### src/verilog/isc_params.svh
// Register offsets, field positions, reset values and limits of the audio channel.
// Included by the channel module; holds definitions only.
`ifndef ISC_PARAMS_SVH
`define ISC_PARAMS_SVH

`define ISC_OFF_LEFT_BUF 8'h20
`define ISC_OFF_RIGHT_BUF 8'h24
`define ISC_OFF_RX_RES 8'h30
`define ISC_OFF_TX_RES 8'h34
`define ISC_OFF_FLAGS 8'h38
`define ISC_OFF_MASKS 8'h3c
`define ISC_OFF_RX_OVR_CLR 8'h40
`define ISC_OFF_TX_OVR_CLR 8'h44

`define ISC_BIT_TX_OVR 5
`define ISC_BIT_TX_EMPTY 4
`define ISC_BIT_RX_OVR 1
`define ISC_BIT_RX_AVAIL 0

`define ISC_RES_RESET 3'h2
`define ISC_MASK_RESET 4'hf

`define ISC_RES_IGNORE 3'h0
`define ISC_RES_12 3'h1
`define ISC_RES_16 3'h2
`define ISC_RES_20 3'h3
`define ISC_RES_24 3'h4
`define ISC_RES_32 3'h5

`define ISC_MAX_BITS 6'h20

`endif

### src/verilog/isc_pkg.sv
// Types shared by the audio channel: its whole state as one packed struct.
// Assumes isc_params.svh is on the include path.
package isc_pkg;
    typedef struct packed {
        logic sck;
        logic ws;
        logic sd;
    } isc_pins_t;

    typedef struct packed {
        isc_pins_t sync1;
        isc_pins_t sync2;
        logic sck_prev;
        logic ws_last;
        logic [2:0] rx_res;
        logic [2:0] tx_res;
        logic [3:0] mask;
        logic tx_ovr;
        logic rx_ovr;
        logic rx_avail;
        logic tx_full;
        logic [31:0] rx_left;
        logic [31:0] rx_right;
        logic [31:0] rx_left_pend;
        logic [31:0] rx_shift;
        logic [5:0] rx_cnt;
        logic [31:0] tx_left;
        logic [31:0] tx_right;
        logic [31:0] tx_right_cur;
        logic [31:0] tx_shift;
        logic sd_out;
        logic irq;
        logic pready;
        logic pslverr;
        logic [31:0] prdata;
    } isc_state_t;
endpackage
### src/verilog/isc_channel.sv
// One stereo serial audio channel with its word length, buffer and interrupt logic.
// Assumes an APB master on pclk and an external partner driving bit clock and word select.
//
// Functional notes
// - Receive resolution field selects received word length.
// - Received samples are right aligned in buffers.
// - Transmit resolution field selects transmitted word length.
// - Samples are shifted out most significant first.
// - Transmit overrun status bit five, reset zero.
// - Transmit empty trigger bit four, reset one.
// - Receive overrun status bit one, reset zero.
// - Receive data available bit zero, reset zero.
// - Mask bits five, four, one reset masked.
// - Mask bit zero gates data available, reset one.
// - Reading receive overrun clear register clears it.
// - Reading transmit overrun clear register clears it.
//
// The implementer's own choice: the APB register port.
`timescale 1ns/1ps
`include "isc_params.svh"

module isc_channel
    import isc_pkg::*;
(
    input wire logic pclk,
    input wire logic presetn,
    input wire logic psel,
    input wire logic penable,
    input wire logic pwrite,
    input wire logic [7:0] paddr,
    input wire logic [31:0] pwdata,
    output logic [31:0] prdata,
    output logic pready,
    output logic pslverr,
    output logic irq,
    input wire logic sck,
    input wire logic ws,
    input wire logic sd_in,
    output logic sd_out
);

    isc_state_t st;
    isc_state_t next_st;

    // Word length in bits for a resolution code; zero means no length applies.
    function automatic logic [5:0] isc_len(input logic [2:0] res);
        unique case (res)
            `ISC_RES_12: isc_len = 6'd12;
            `ISC_RES_16: isc_len = 6'd16;
            `ISC_RES_20: isc_len = 6'd20;
            `ISC_RES_24: isc_len = 6'd24;
            `ISC_RES_32: isc_len = 6'd32;
            default: isc_len = 6'd0;
        endcase
    endfunction

    // Keeps the first bits of a word and places its last kept bit at bit zero.
    function automatic logic [31:0] isc_rx_align(input logic [31:0] sh, input logic [5:0] n,
                                                 input logic [2:0] res);
        logic [5:0] len;
        len = isc_len(res);
        isc_rx_align = sh;
        if (len != 6'd0 && n > len) begin
            isc_rx_align = sh >> (n - len);
        end
    endfunction

    // Moves the top bit of a sample of the selected length to bit 31.
    function automatic logic [31:0] isc_tx_align(input logic [31:0] d, input logic [2:0] res);
        logic [5:0] len;
        len = isc_len(res);
        if (len == 6'd0) begin
            len = `ISC_MAX_BITS;
        end
        isc_tx_align = d << (`ISC_MAX_BITS - len);
    endfunction

    // True for every offset that the register map decodes.
    function automatic logic isc_mapped(input logic [7:0] a);
        unique case (a)
            `ISC_OFF_LEFT_BUF,
            `ISC_OFF_RIGHT_BUF,
            `ISC_OFF_RX_RES,
            `ISC_OFF_TX_RES,
            `ISC_OFF_FLAGS,
            `ISC_OFF_MASKS,
            `ISC_OFF_RX_OVR_CLR,
            `ISC_OFF_TX_OVR_CLR: begin
                isc_mapped = 1'b1;
            end
            default: begin
                isc_mapped = 1'b0;
            end
        endcase
    endfunction

    // Read value of one register offset; unmapped offsets read zero.
    function automatic logic [31:0] isc_read_word(input logic [7:0] a, input isc_state_t s,
                                                  input logic [31:0] fl,
                                                  input logic [31:0] mk);
        isc_read_word = 32'h0000_0000;
        unique case (a)
            `ISC_OFF_LEFT_BUF: begin
                isc_read_word = s.rx_left;
            end
            `ISC_OFF_RIGHT_BUF: begin
                isc_read_word = s.rx_right;
            end
            `ISC_OFF_RX_RES: begin
                isc_read_word = {29'h0, s.rx_res};
            end
            `ISC_OFF_TX_RES: begin
                isc_read_word = {29'h0, s.tx_res};
            end
            `ISC_OFF_FLAGS: begin
                isc_read_word = fl;
            end
            `ISC_OFF_MASKS: begin
                isc_read_word = mk;
            end
            `ISC_OFF_RX_OVR_CLR: begin
                isc_read_word = {31'h0, s.rx_ovr};
            end
            `ISC_OFF_TX_OVR_CLR: begin
                isc_read_word = {31'h0, s.tx_ovr};
            end
            default: begin
                isc_read_word = 32'h0000_0000;
            end
        endcase
    endfunction

    logic [31:0] flags;
    logic [31:0] masks;
    logic done;
    logic rise;
    logic fall;
    logic [31:0] sh_in;
    logic [31:0] word;
    logic [5:0] cnt_in;

    always_comb begin
        flags = 32'h0000_0000;
        flags[`ISC_BIT_TX_OVR] = st.tx_ovr;
        flags[`ISC_BIT_TX_EMPTY] = ~st.tx_full;
        flags[`ISC_BIT_RX_OVR] = st.rx_ovr;
        flags[`ISC_BIT_RX_AVAIL] = st.rx_avail;
        masks = 32'h0000_0000;
        masks[`ISC_BIT_TX_OVR] = st.mask[3];
        masks[`ISC_BIT_TX_EMPTY] = st.mask[2];
        masks[`ISC_BIT_RX_OVR] = st.mask[1];
        masks[`ISC_BIT_RX_AVAIL] = st.mask[0];
    end

    always_comb begin
        next_st = st;
        done = psel & penable & st.pready;
        rise = st.sync2.sck & ~st.sck_prev;
        fall = ~st.sync2.sck & st.sck_prev;
        sh_in = {st.rx_shift[30:0], st.sync2.sd};
        cnt_in = (st.rx_cnt < `ISC_MAX_BITS) ? st.rx_cnt + 6'd1 : `ISC_MAX_BITS;
        word = isc_rx_align(sh_in, cnt_in, st.rx_res);

        next_st.sync1 = '{sck: sck, ws: ws, sd: sd_in};
        next_st.sync2 = st.sync1;
        next_st.sck_prev = st.sync2.sck;

        // Bus side: answer after one wait state, act on the completing edge.
        next_st.pready = psel & penable & ~st.pready;
        next_st.pslverr = 1'b0;
        if (psel & penable & ~st.pready) begin
            next_st.prdata = isc_read_word(paddr, st, flags, masks);
            next_st.pslverr = ~isc_mapped(paddr);
        end
        if (done & pwrite) begin
            unique case (paddr)
                `ISC_OFF_LEFT_BUF: begin
                    if (st.tx_full) begin
                        next_st.tx_ovr = 1'b1;
                    end else begin
                        next_st.tx_left = pwdata;
                    end
                end
                `ISC_OFF_RIGHT_BUF: begin
                    if (st.tx_full) begin
                        next_st.tx_ovr = 1'b1;
                    end else begin
                        next_st.tx_right = pwdata;
                        next_st.tx_full = 1'b1;
                    end
                end
                `ISC_OFF_RX_RES: next_st.rx_res = pwdata[2:0];
                `ISC_OFF_TX_RES: next_st.tx_res = pwdata[2:0];
                `ISC_OFF_FLAGS: begin
                    if (pwdata[`ISC_BIT_TX_OVR]) begin
                        next_st.tx_ovr = 1'b0;
                    end
                    if (pwdata[`ISC_BIT_RX_OVR]) begin
                        next_st.rx_ovr = 1'b0;
                    end
                end
                `ISC_OFF_MASKS: begin
                    next_st.mask = {pwdata[`ISC_BIT_TX_OVR], pwdata[`ISC_BIT_TX_EMPTY],
                                    pwdata[`ISC_BIT_RX_OVR], pwdata[`ISC_BIT_RX_AVAIL]};
                end
                default: next_st.mask = st.mask;
            endcase
        end
        if (done & ~pwrite) begin
            unique case (paddr)
                `ISC_OFF_RIGHT_BUF: next_st.rx_avail = 1'b0;
                `ISC_OFF_RX_OVR_CLR: next_st.rx_ovr = 1'b0;
                `ISC_OFF_TX_OVR_CLR: next_st.tx_ovr = 1'b0;
                default: next_st.rx_avail = st.rx_avail;
            endcase
        end

        // Serial side: sample on bit clock rise, drive on its fall.
        if (rise) begin
            next_st.rx_shift = sh_in;
            next_st.rx_cnt = cnt_in;
            next_st.ws_last = st.sync2.ws;
            if (st.sync2.ws != st.ws_last) begin
                next_st.rx_shift = 32'h0000_0000;
                next_st.rx_cnt = 6'd0;
                if (!st.ws_last) begin
                    next_st.rx_left_pend = word;
                end else begin
                    next_st.rx_left = st.rx_left_pend;
                    next_st.rx_right = word;
                    if (next_st.rx_avail) begin
                        next_st.rx_ovr = 1'b1;
                    end
                    next_st.rx_avail = 1'b1;
                end
                if (!st.sync2.ws) begin
                    next_st.tx_shift = 32'h0000_0000;
                    if (next_st.tx_full) begin
                        next_st.tx_shift = isc_tx_align(next_st.tx_left, st.tx_res);
                        next_st.tx_right_cur = next_st.tx_right;
                        next_st.tx_full = 1'b0;
                    end else begin
                        next_st.tx_right_cur = 32'h0000_0000;
                    end
                end else begin
                    next_st.tx_shift = isc_tx_align(st.tx_right_cur, st.tx_res);
                end
            end
        end
        if (fall) begin
            next_st.sd_out = st.tx_shift[31];
            next_st.tx_shift = {st.tx_shift[30:0], 1'b0};
        end

        next_st.irq = |(flags & ~masks);
    end

    always_ff @(posedge pclk or negedge presetn) begin
        if (!presetn) begin
            st <= '0;
            st.rx_res <= `ISC_RES_RESET;
            st.tx_res <= `ISC_RES_RESET;
            st.mask <= `ISC_MASK_RESET;
        end else begin
            st <= next_st;
        end
    end

    assign prdata = st.prdata;
    assign pready = st.pready;
    assign pslverr = st.pslverr;
    assign irq = st.irq;
    assign sd_out = st.sd_out;

endmodule

### config.mk
export PLATFORM = sky130hd
export DESIGN_NAME = isc_channel
export DESIGN_NICKNAME = d
export VERILOG_FILES = /design/src/verilog/isc_pkg.sv /design/src/verilog/isc_channel.sv
export VERILOG_INCLUDE_DIRS = /design/src /design/src/verilog
export SDC_FILE = /design/constraint.sdc
export NUM_CORES = 1
export LEC_CHECK = 0
export ABC_CLOCK_PERIOD_IN_PS = 4630
export BUFFER_PORTS_ARGS = -buffer_cell sky130_fd_sc_hd__buf_2
export CORE_MARGIN = 5
export CORE_UTILIZATION = 54
export CTS_CLUSTER_DIAMETER = 80
export DETAILED_ROUTE_END_ITERATION = 7
export PLACE_DENSITY = 0.75
export REMOVE_ABC_BUFFERS = 1
export SLEW_MARGIN = 15
export SYNTH_ARGS = -nofsm -noshare
export SYNTH_HDL_FRONTEND = slang
export SYNTH_SLANG_ARGS = --single-unit
### constraint.sdc
create_clock -name pclk -period 4.63 [get_ports pclk]
set_input_delay 0.926 -clock pclk [delete_from_list [all_inputs] [get_ports pclk]]
set_output_delay 0.926 -clock pclk [all_outputs]
set_load 0.01 [all_outputs]
# [Word level (Yosys, flattened, before mapping)]
# Cells that the tools add are included.
[word_totals] output_inout_bits=36 input_bits=48 word_cells=144 ff_bits=320
[classes] n_bitwise=17 n_shift=3 n_reduce_logical=16 n_mux=54 order_cmp=2 addsub=4 eq_ne=19
[op_table] op="two-way mux 32 bit" n=11
[op_table] op="two-way mux 137 bit" n=2
[op_table] op="one-hot mux 32 bit (8 select lines)" n=1
[op_table] op="two-way mux 64 bit" n=2
[op_table] op="two-way mux 6 bit" n=17
[op_table] op="two-way mux 33 bit" n=2
[op_table] op="left shift 32 x 6 -> 32 bit" n=2
[op_table] op="one-hot mux 6 bit (5 select lines)" n=2
[op_table] op="equality test 8 x 6 -> 1 bit, second input constant" n=6
[op_table] op="bitwise AND 6 x 32 -> 32 bit" n=1
[op_table] op="NOT 6 -> 32 bit" n=1
[op_table] op="OR reduction 32 bit" n=1
[op_table] op="right shift 32 x 6 -> 32 bit" n=1
[op_table] op="equality test 8 x 7 -> 1 bit, second input constant" n=2
[op_table] op="two-way mux 1 bit" n=13
[op_table] op="equality test 3 x 2 -> 1 bit, second input constant" n=4
[op_table] op="equality test 3 bit, second input constant" n=4
[op_table] op="logical NOT 6 bit" n=2
[op_table] op="subtractor 6 bit, first input constant" n=2
[op_table] op="AND reduction 3 bit" n=3
[op_table] op="NOT 1 bit" n=8
[op_table] op="AND reduction 2 bit" n=4
[op_table] op="OR reduction 8 bit" n=1
[op_table] op="bitwise AND 1 bit" n=7
[op_table] op="13 further kinds" n=16

# [Depth between registers and ports, before layout]
[logic_depth] depth_word=21 mapped_depth=16 ltp_nobuf=13

# [Worst setup path after synthesis]
# Ideal clock, no wire load.
[synth_path] path_kind="register to register" startpoint="register st[306] (netlist name)" endpoint="register st[55] (netlist name)" setup_ns=0.066 t_required_ns=4.564 path_stages_with_launch=15 period_less_slack_ns=3.360 path_buffers=5 slack_ns=1.270 t_arrival_ns=3.294 cell_sequence="dfrtp_1 -> nor2b_1 -> clkbuf_1 -> clkinv_1 -> buf_2 -> buf_1 -> a21o_1 -> ha_1 -> clkbuf_1 -> xor2_1 -> or3_1 -> clkbuf_1 -> nor2_1 -> a2111oi_0 -> a221o_1"
[synth_via] elab_chain_cells=19 elab_cells_between_ends=33 classes_between="add/sub: 2; eq/ne: 5; shift: 2; mux: 22; reduce/logical: 2"
[synth_lines] element="from (decl)" line="isc_channel.sv:42" source="isc_state_t st;"
[synth_lines] element="from (signal assigned)" line="isc_channel.sv:265" source="st <= next_st;"
[synth_lines] element="equality test 3 bit, or another cell as far along" line="isc_channel.sv:47" source="unique case (res)"
[synth_lines] element="one-hot mux 6 bit (5 select lines) *" line="isc_channel.sv:47"
[synth_lines] element="two-way mux 6 bit" line="isc_channel.sv:238" source="if (next_st.tx_full) begin"
[synth_lines] element="two-way mux 6 bit" line="isc_channel.sv:236" source="if (!st.sync2.ws) begin"
[synth_lines] element="two-way mux 6 bit" line="isc_channel.sv:223" source="if (st.sync2.ws != st.ws_last) begin"
[synth_lines] element="two-way mux 6 bit" line="isc_channel.sv:219" source="if (rise) begin"
[synth_lines] element="logical NOT 6 bit" line="isc_channel.sv:72" source="if (len == 6'd0) begin"
[synth_lines] element="two-way mux 6 bit" line="isc_channel.sv:72"
[synth_lines] element="[... 3 more ...]"
[synth_lines] element="two-way mux 6 bit" line="isc_channel.sv:219"
[synth_lines] element="subtractor 6 bit (no line)"
[synth_lines] element="left shift 32 x 6 -> 32 bit" line="isc_channel.sv:75" source="isc_tx_align = d << (`ISC_MAX_BITS - len);"
[synth_lines] element="two-way mux 32 bit" line="isc_channel.sv:238"
[synth_lines] element="two-way mux 32 bit *" line="isc_channel.sv:236"
[synth_lines] element="two-way mux 32 bit *" line="isc_channel.sv:223"
[synth_lines] element="two-way mux 32 bit *" line="isc_channel.sv:219"
[synth_lines] element="two-way mux 33 bit *" line="isc_channel.sv:250" source="if (fall) begin"
# Every way passes the cells marked *; elsewhere a longest branch is shown, timed or not. The select of a mux whose other input is x is not followed.
# A chain may end at the register's enable or synchronous reset.

# [Worst setup path after layout]
[layout_path] startpoint="register st[164] (netlist name)" endpoint="register st[239] (netlist name)"
[layout_via] elab_chain_cells=5 elab_cells_between_ends=8 classes_between="add/sub: 2; order compare: 2; shift: 1; mux: 2; reduce/logical: 1"
[layout_lines] element="adder 6 x 1 -> 6 bit or less-than comparator 6 bit (tied branches)"
[layout_lines] element="two-way mux 6 bit (no line) *"
[layout_lines] element="subtractor 6 bit or > comparator 6 bit (tied branches)" line="isc_channel.sv:64, isc_channel.sv:63"
[layout_lines] element="right shift 32 x 6 -> 32 bit or logical AND 1 bit (tied branches)" line="isc_channel.sv:64, isc_channel.sv:63"
[layout_lines] element="two-way mux 32 bit *" line="isc_channel.sv:63" source="if (len != 6'd0 && n > len) begin"
# Every way passes the cells marked *; elsewhere a longest branch is shown, timed or not.

==> impl_results.md <==
- Status: finished, final reports clean
- Final Critical Period: 3.77 ns
- Final Setup Violations: 0
- Hold crit path type: reg -> reg
- DRC errors left: 0
- Ys async rst share: 100%
- Skew final: 0.0146 ns
- H-tree level count: 2
- Placed cell areas: 18200 um2
- Cts-stage hold buffer count: 0
- Clk slew on worst S/H paths: 0.06 ns
- Crit. End Element: flip-flop
- Cell area after layout: 19400 um2
- CORE AREA: 32400 um2
- Setup WS pre-CTS: 0.991 ns
- Seq/Total Area, Yosys: 45.3%
- R2r startpoint: st[164]$_DFFE_PN0P_
- Setup crit start kind: flip-flop
- CTS tree: done
- WHS: 0.348 ns
- Warnings from Yosys: 0
- ANT nets after route: 0
- Clock buffer count from CTS: 36
- LEAKAGE: 8.46 nW
- Crit path DAT: 4.21 ns
- Number of synthesized flops with an enable pin: 0
- Root buffer cell: clkbuf_16
- Netlist cell types: 77
- Area grow syn2layout: 9.65%
- CP max stage cell: ha_1
- Setup TNS: 0 ns
- Post-cts resize count: 0
- Placer congestion estimate: 1.03
- Count of input and output buffers: 83
- DP HPWL: 35700 um
- Setup Fix Bufs, Post-CTS: 0
- Initial DRC Count: 1881
- PD cells: 381 nW/um2
- Die Y: 191 um
- Final Net Count: 1932
- Final hold viol count: 0
- Mapped cell area: 17600 um2
- Worst-margin pin slew: 1.26 ns
- Flop and latch count out of synthesis: 319
- Vias: 15200
- Initial antenna violation count: 0
- Post-route clock period utilization: 81.4%
- CP Class: reg -> reg
- Syn Inst Count: 1881
- Post-synth top flop: dfrtp_1
- Final wirelength: 51800 um
- Min-delay src: next_st[316]$_DFF_PN0_
- Crit path required time: 5.07 ns
- Syn avg cell area: 9.38 um2
- CP Cell Sequence: ha_1, inv_1, a221oi_1, mux2i_1, o32ai_1, o221ai_1, a31oi_1
- Max FO, Critical Path: 17
- F_max: 265 MHz
- RSZ-0062 raised after global routing: no
- First-pass GRT wire length: 83100 um
- Setup ws final: 0.859 ns
- Hold Crit Depth: 0
- Fraction of layout cells with a size suffix above 1: 16.2%
- Worst Setup SP: st[164]$_DFFE_PN0P_
- Clk sinks: 319
- Final slew viol count: 0
- Remaining global-route overflow: 0
- Initial Util: 54.5%
- N_diodes: 0
- Worst R2R Path Depth: 7
- Commonest non-fill, non-tap cell in the layout: nand2_1
- Max-cap viol count: 0
- DR WL/cell: 22.2 um
- DRT Pass-1 Iters: 6
- Io pins: 84
- Via density: 6.49
- Via count of the first global-routing pass: 14400
- Filler Cell Count: 2831
- Clock tree buffer depth: 3
- Worst-case vdd ir drop: 0.205 mV
- Clk_lat worst skew: 0.52 ns
- Area of the die: 36400 um2
- Max stage delay on crit path: 0.69 ns
- Width of the die: 191 um
- Slew headroom: 16.2%
- # rows: 66
- Most frequent cells in the layout: nand2_1, dfrtp_1, o21ai_0, nor2_1, a21oi_1
- Pin count of the biggest net entering global routing: 110
- Gr usage total: 28.3%
[area by class of cell]
type | count | area (um2) | area share, %
Clock inverter | 8 | 114 | 0.588
Tap cell | 442 | 553 | 2.86
Inverter | 65 | 244 | 1.26
Multi-Input combinational cell | 1322 | 8610 | 44.5
Clock buffer | 53 | 1030 | 5.35
Timing Repair Buffer | 130 | 803 | 4.15
Sequential cell | 319 | 7990 | 41.3
[worst paths after layout]
path	endpoint	slack (ns)
worst min-delay path	next_st[313]$_DFF_PN0_	0.35
min in group asynchronous	sh_in[24]$_DFFE_PN0P_	0.40
worst max-delay path	st[239]$_DFFE_PN0P_	0.86
worst min register to register	next_st[313]$_DFF_PN0_	0.35
worst max register to register	st[239]$_DFFE_PN0P_	0.86
max in group asynchronous	prdata[8]$_DFFE_PN0P_	3.01
[registers in the layout, indices dropped and copies added (netlist names)]
name / flops
flags: 3
pready: 1
sd_out: 1
next_st: 4
pslverr: 1
prdata: 32
sh_in: 32
irq: 1
masks: 4
st: 240
[per-layer routing]
layer | wire, um | vias up | GRT usage, %
met4 | 849 | 0 | 5.19
met5 | 0 | - | 0
met1 | 24400 | 7508 | 46.6
met2 | 21300 | 801 | 39.0
li1 | - | 6791 | -
met3 | 5250 | 81 | 5.29
[worst max-delay path: cells and delay by family, from the launching register on]
kind            cells  cell delay (ns)
fa+ha+maj           1             0.69
buf+inv             1             0.39
mux                 1             0.33
flops               1             0.40
compound gates      4             1.89
[through the flow]
| stage | cells | util, % | power, W |
|---|---|---|---|
| finish | 2339 | 59.8 | 0.00737 |
| global route | 2339 | 59.8 | 0.00769 |
| CTS | 2339 | 59.8 | 0.00738 |
| detailed placement | 2278 | 56.2 | 0.00457 |
| global placement | 2278 | 56.2 | 0.00457 |
| floorplan | 1706 | - | 0.00401 |
[kinds of logic (layout without fill, tap and decap cells)]
kind of cell	count (synthesis)	after routing	share of synthesized area (%)
AOI/OAI and AO/OA	554	554	21.6
xor gates and xnor gates	11	11	0.546
adders and majority gates	10	10	0.752
buffers and inverters	240	256	6.16
DFF	319	319	45.3
muxes	151	151	10.9
and+or+nand+nor	596	596	14.8
[cell usage after synthesis, drive strengths merged (42+ instances only)]
cell | count | share of area (%)
a21oi | 85 | 2.4
buf | 74 | 2.6
o22ai | 56 | 2.0
o21ai | 113 | 3.3
inv | 63 | 1.3
a22oi | 48 | 2.0
mux2i | 42 | 2.4
mux2 | 84 | 5.4
nand2 | 348 | 7.4
a211oi | 42 | 1.8
dfrtp | 313 | 44
nor2 | 98 | 2.1
clkbuf | 101 | 2.1
[power breakdown]
part           internal, W  leakage (nW)  switching, W  total [W]
combinational     0.000501          3.61      0.000959    0.00146
sequential         0.00298          4.29      0.000135    0.00312
clock              0.00166         0.559       0.00113    0.00279
Power figures use the tool's default switching activity.
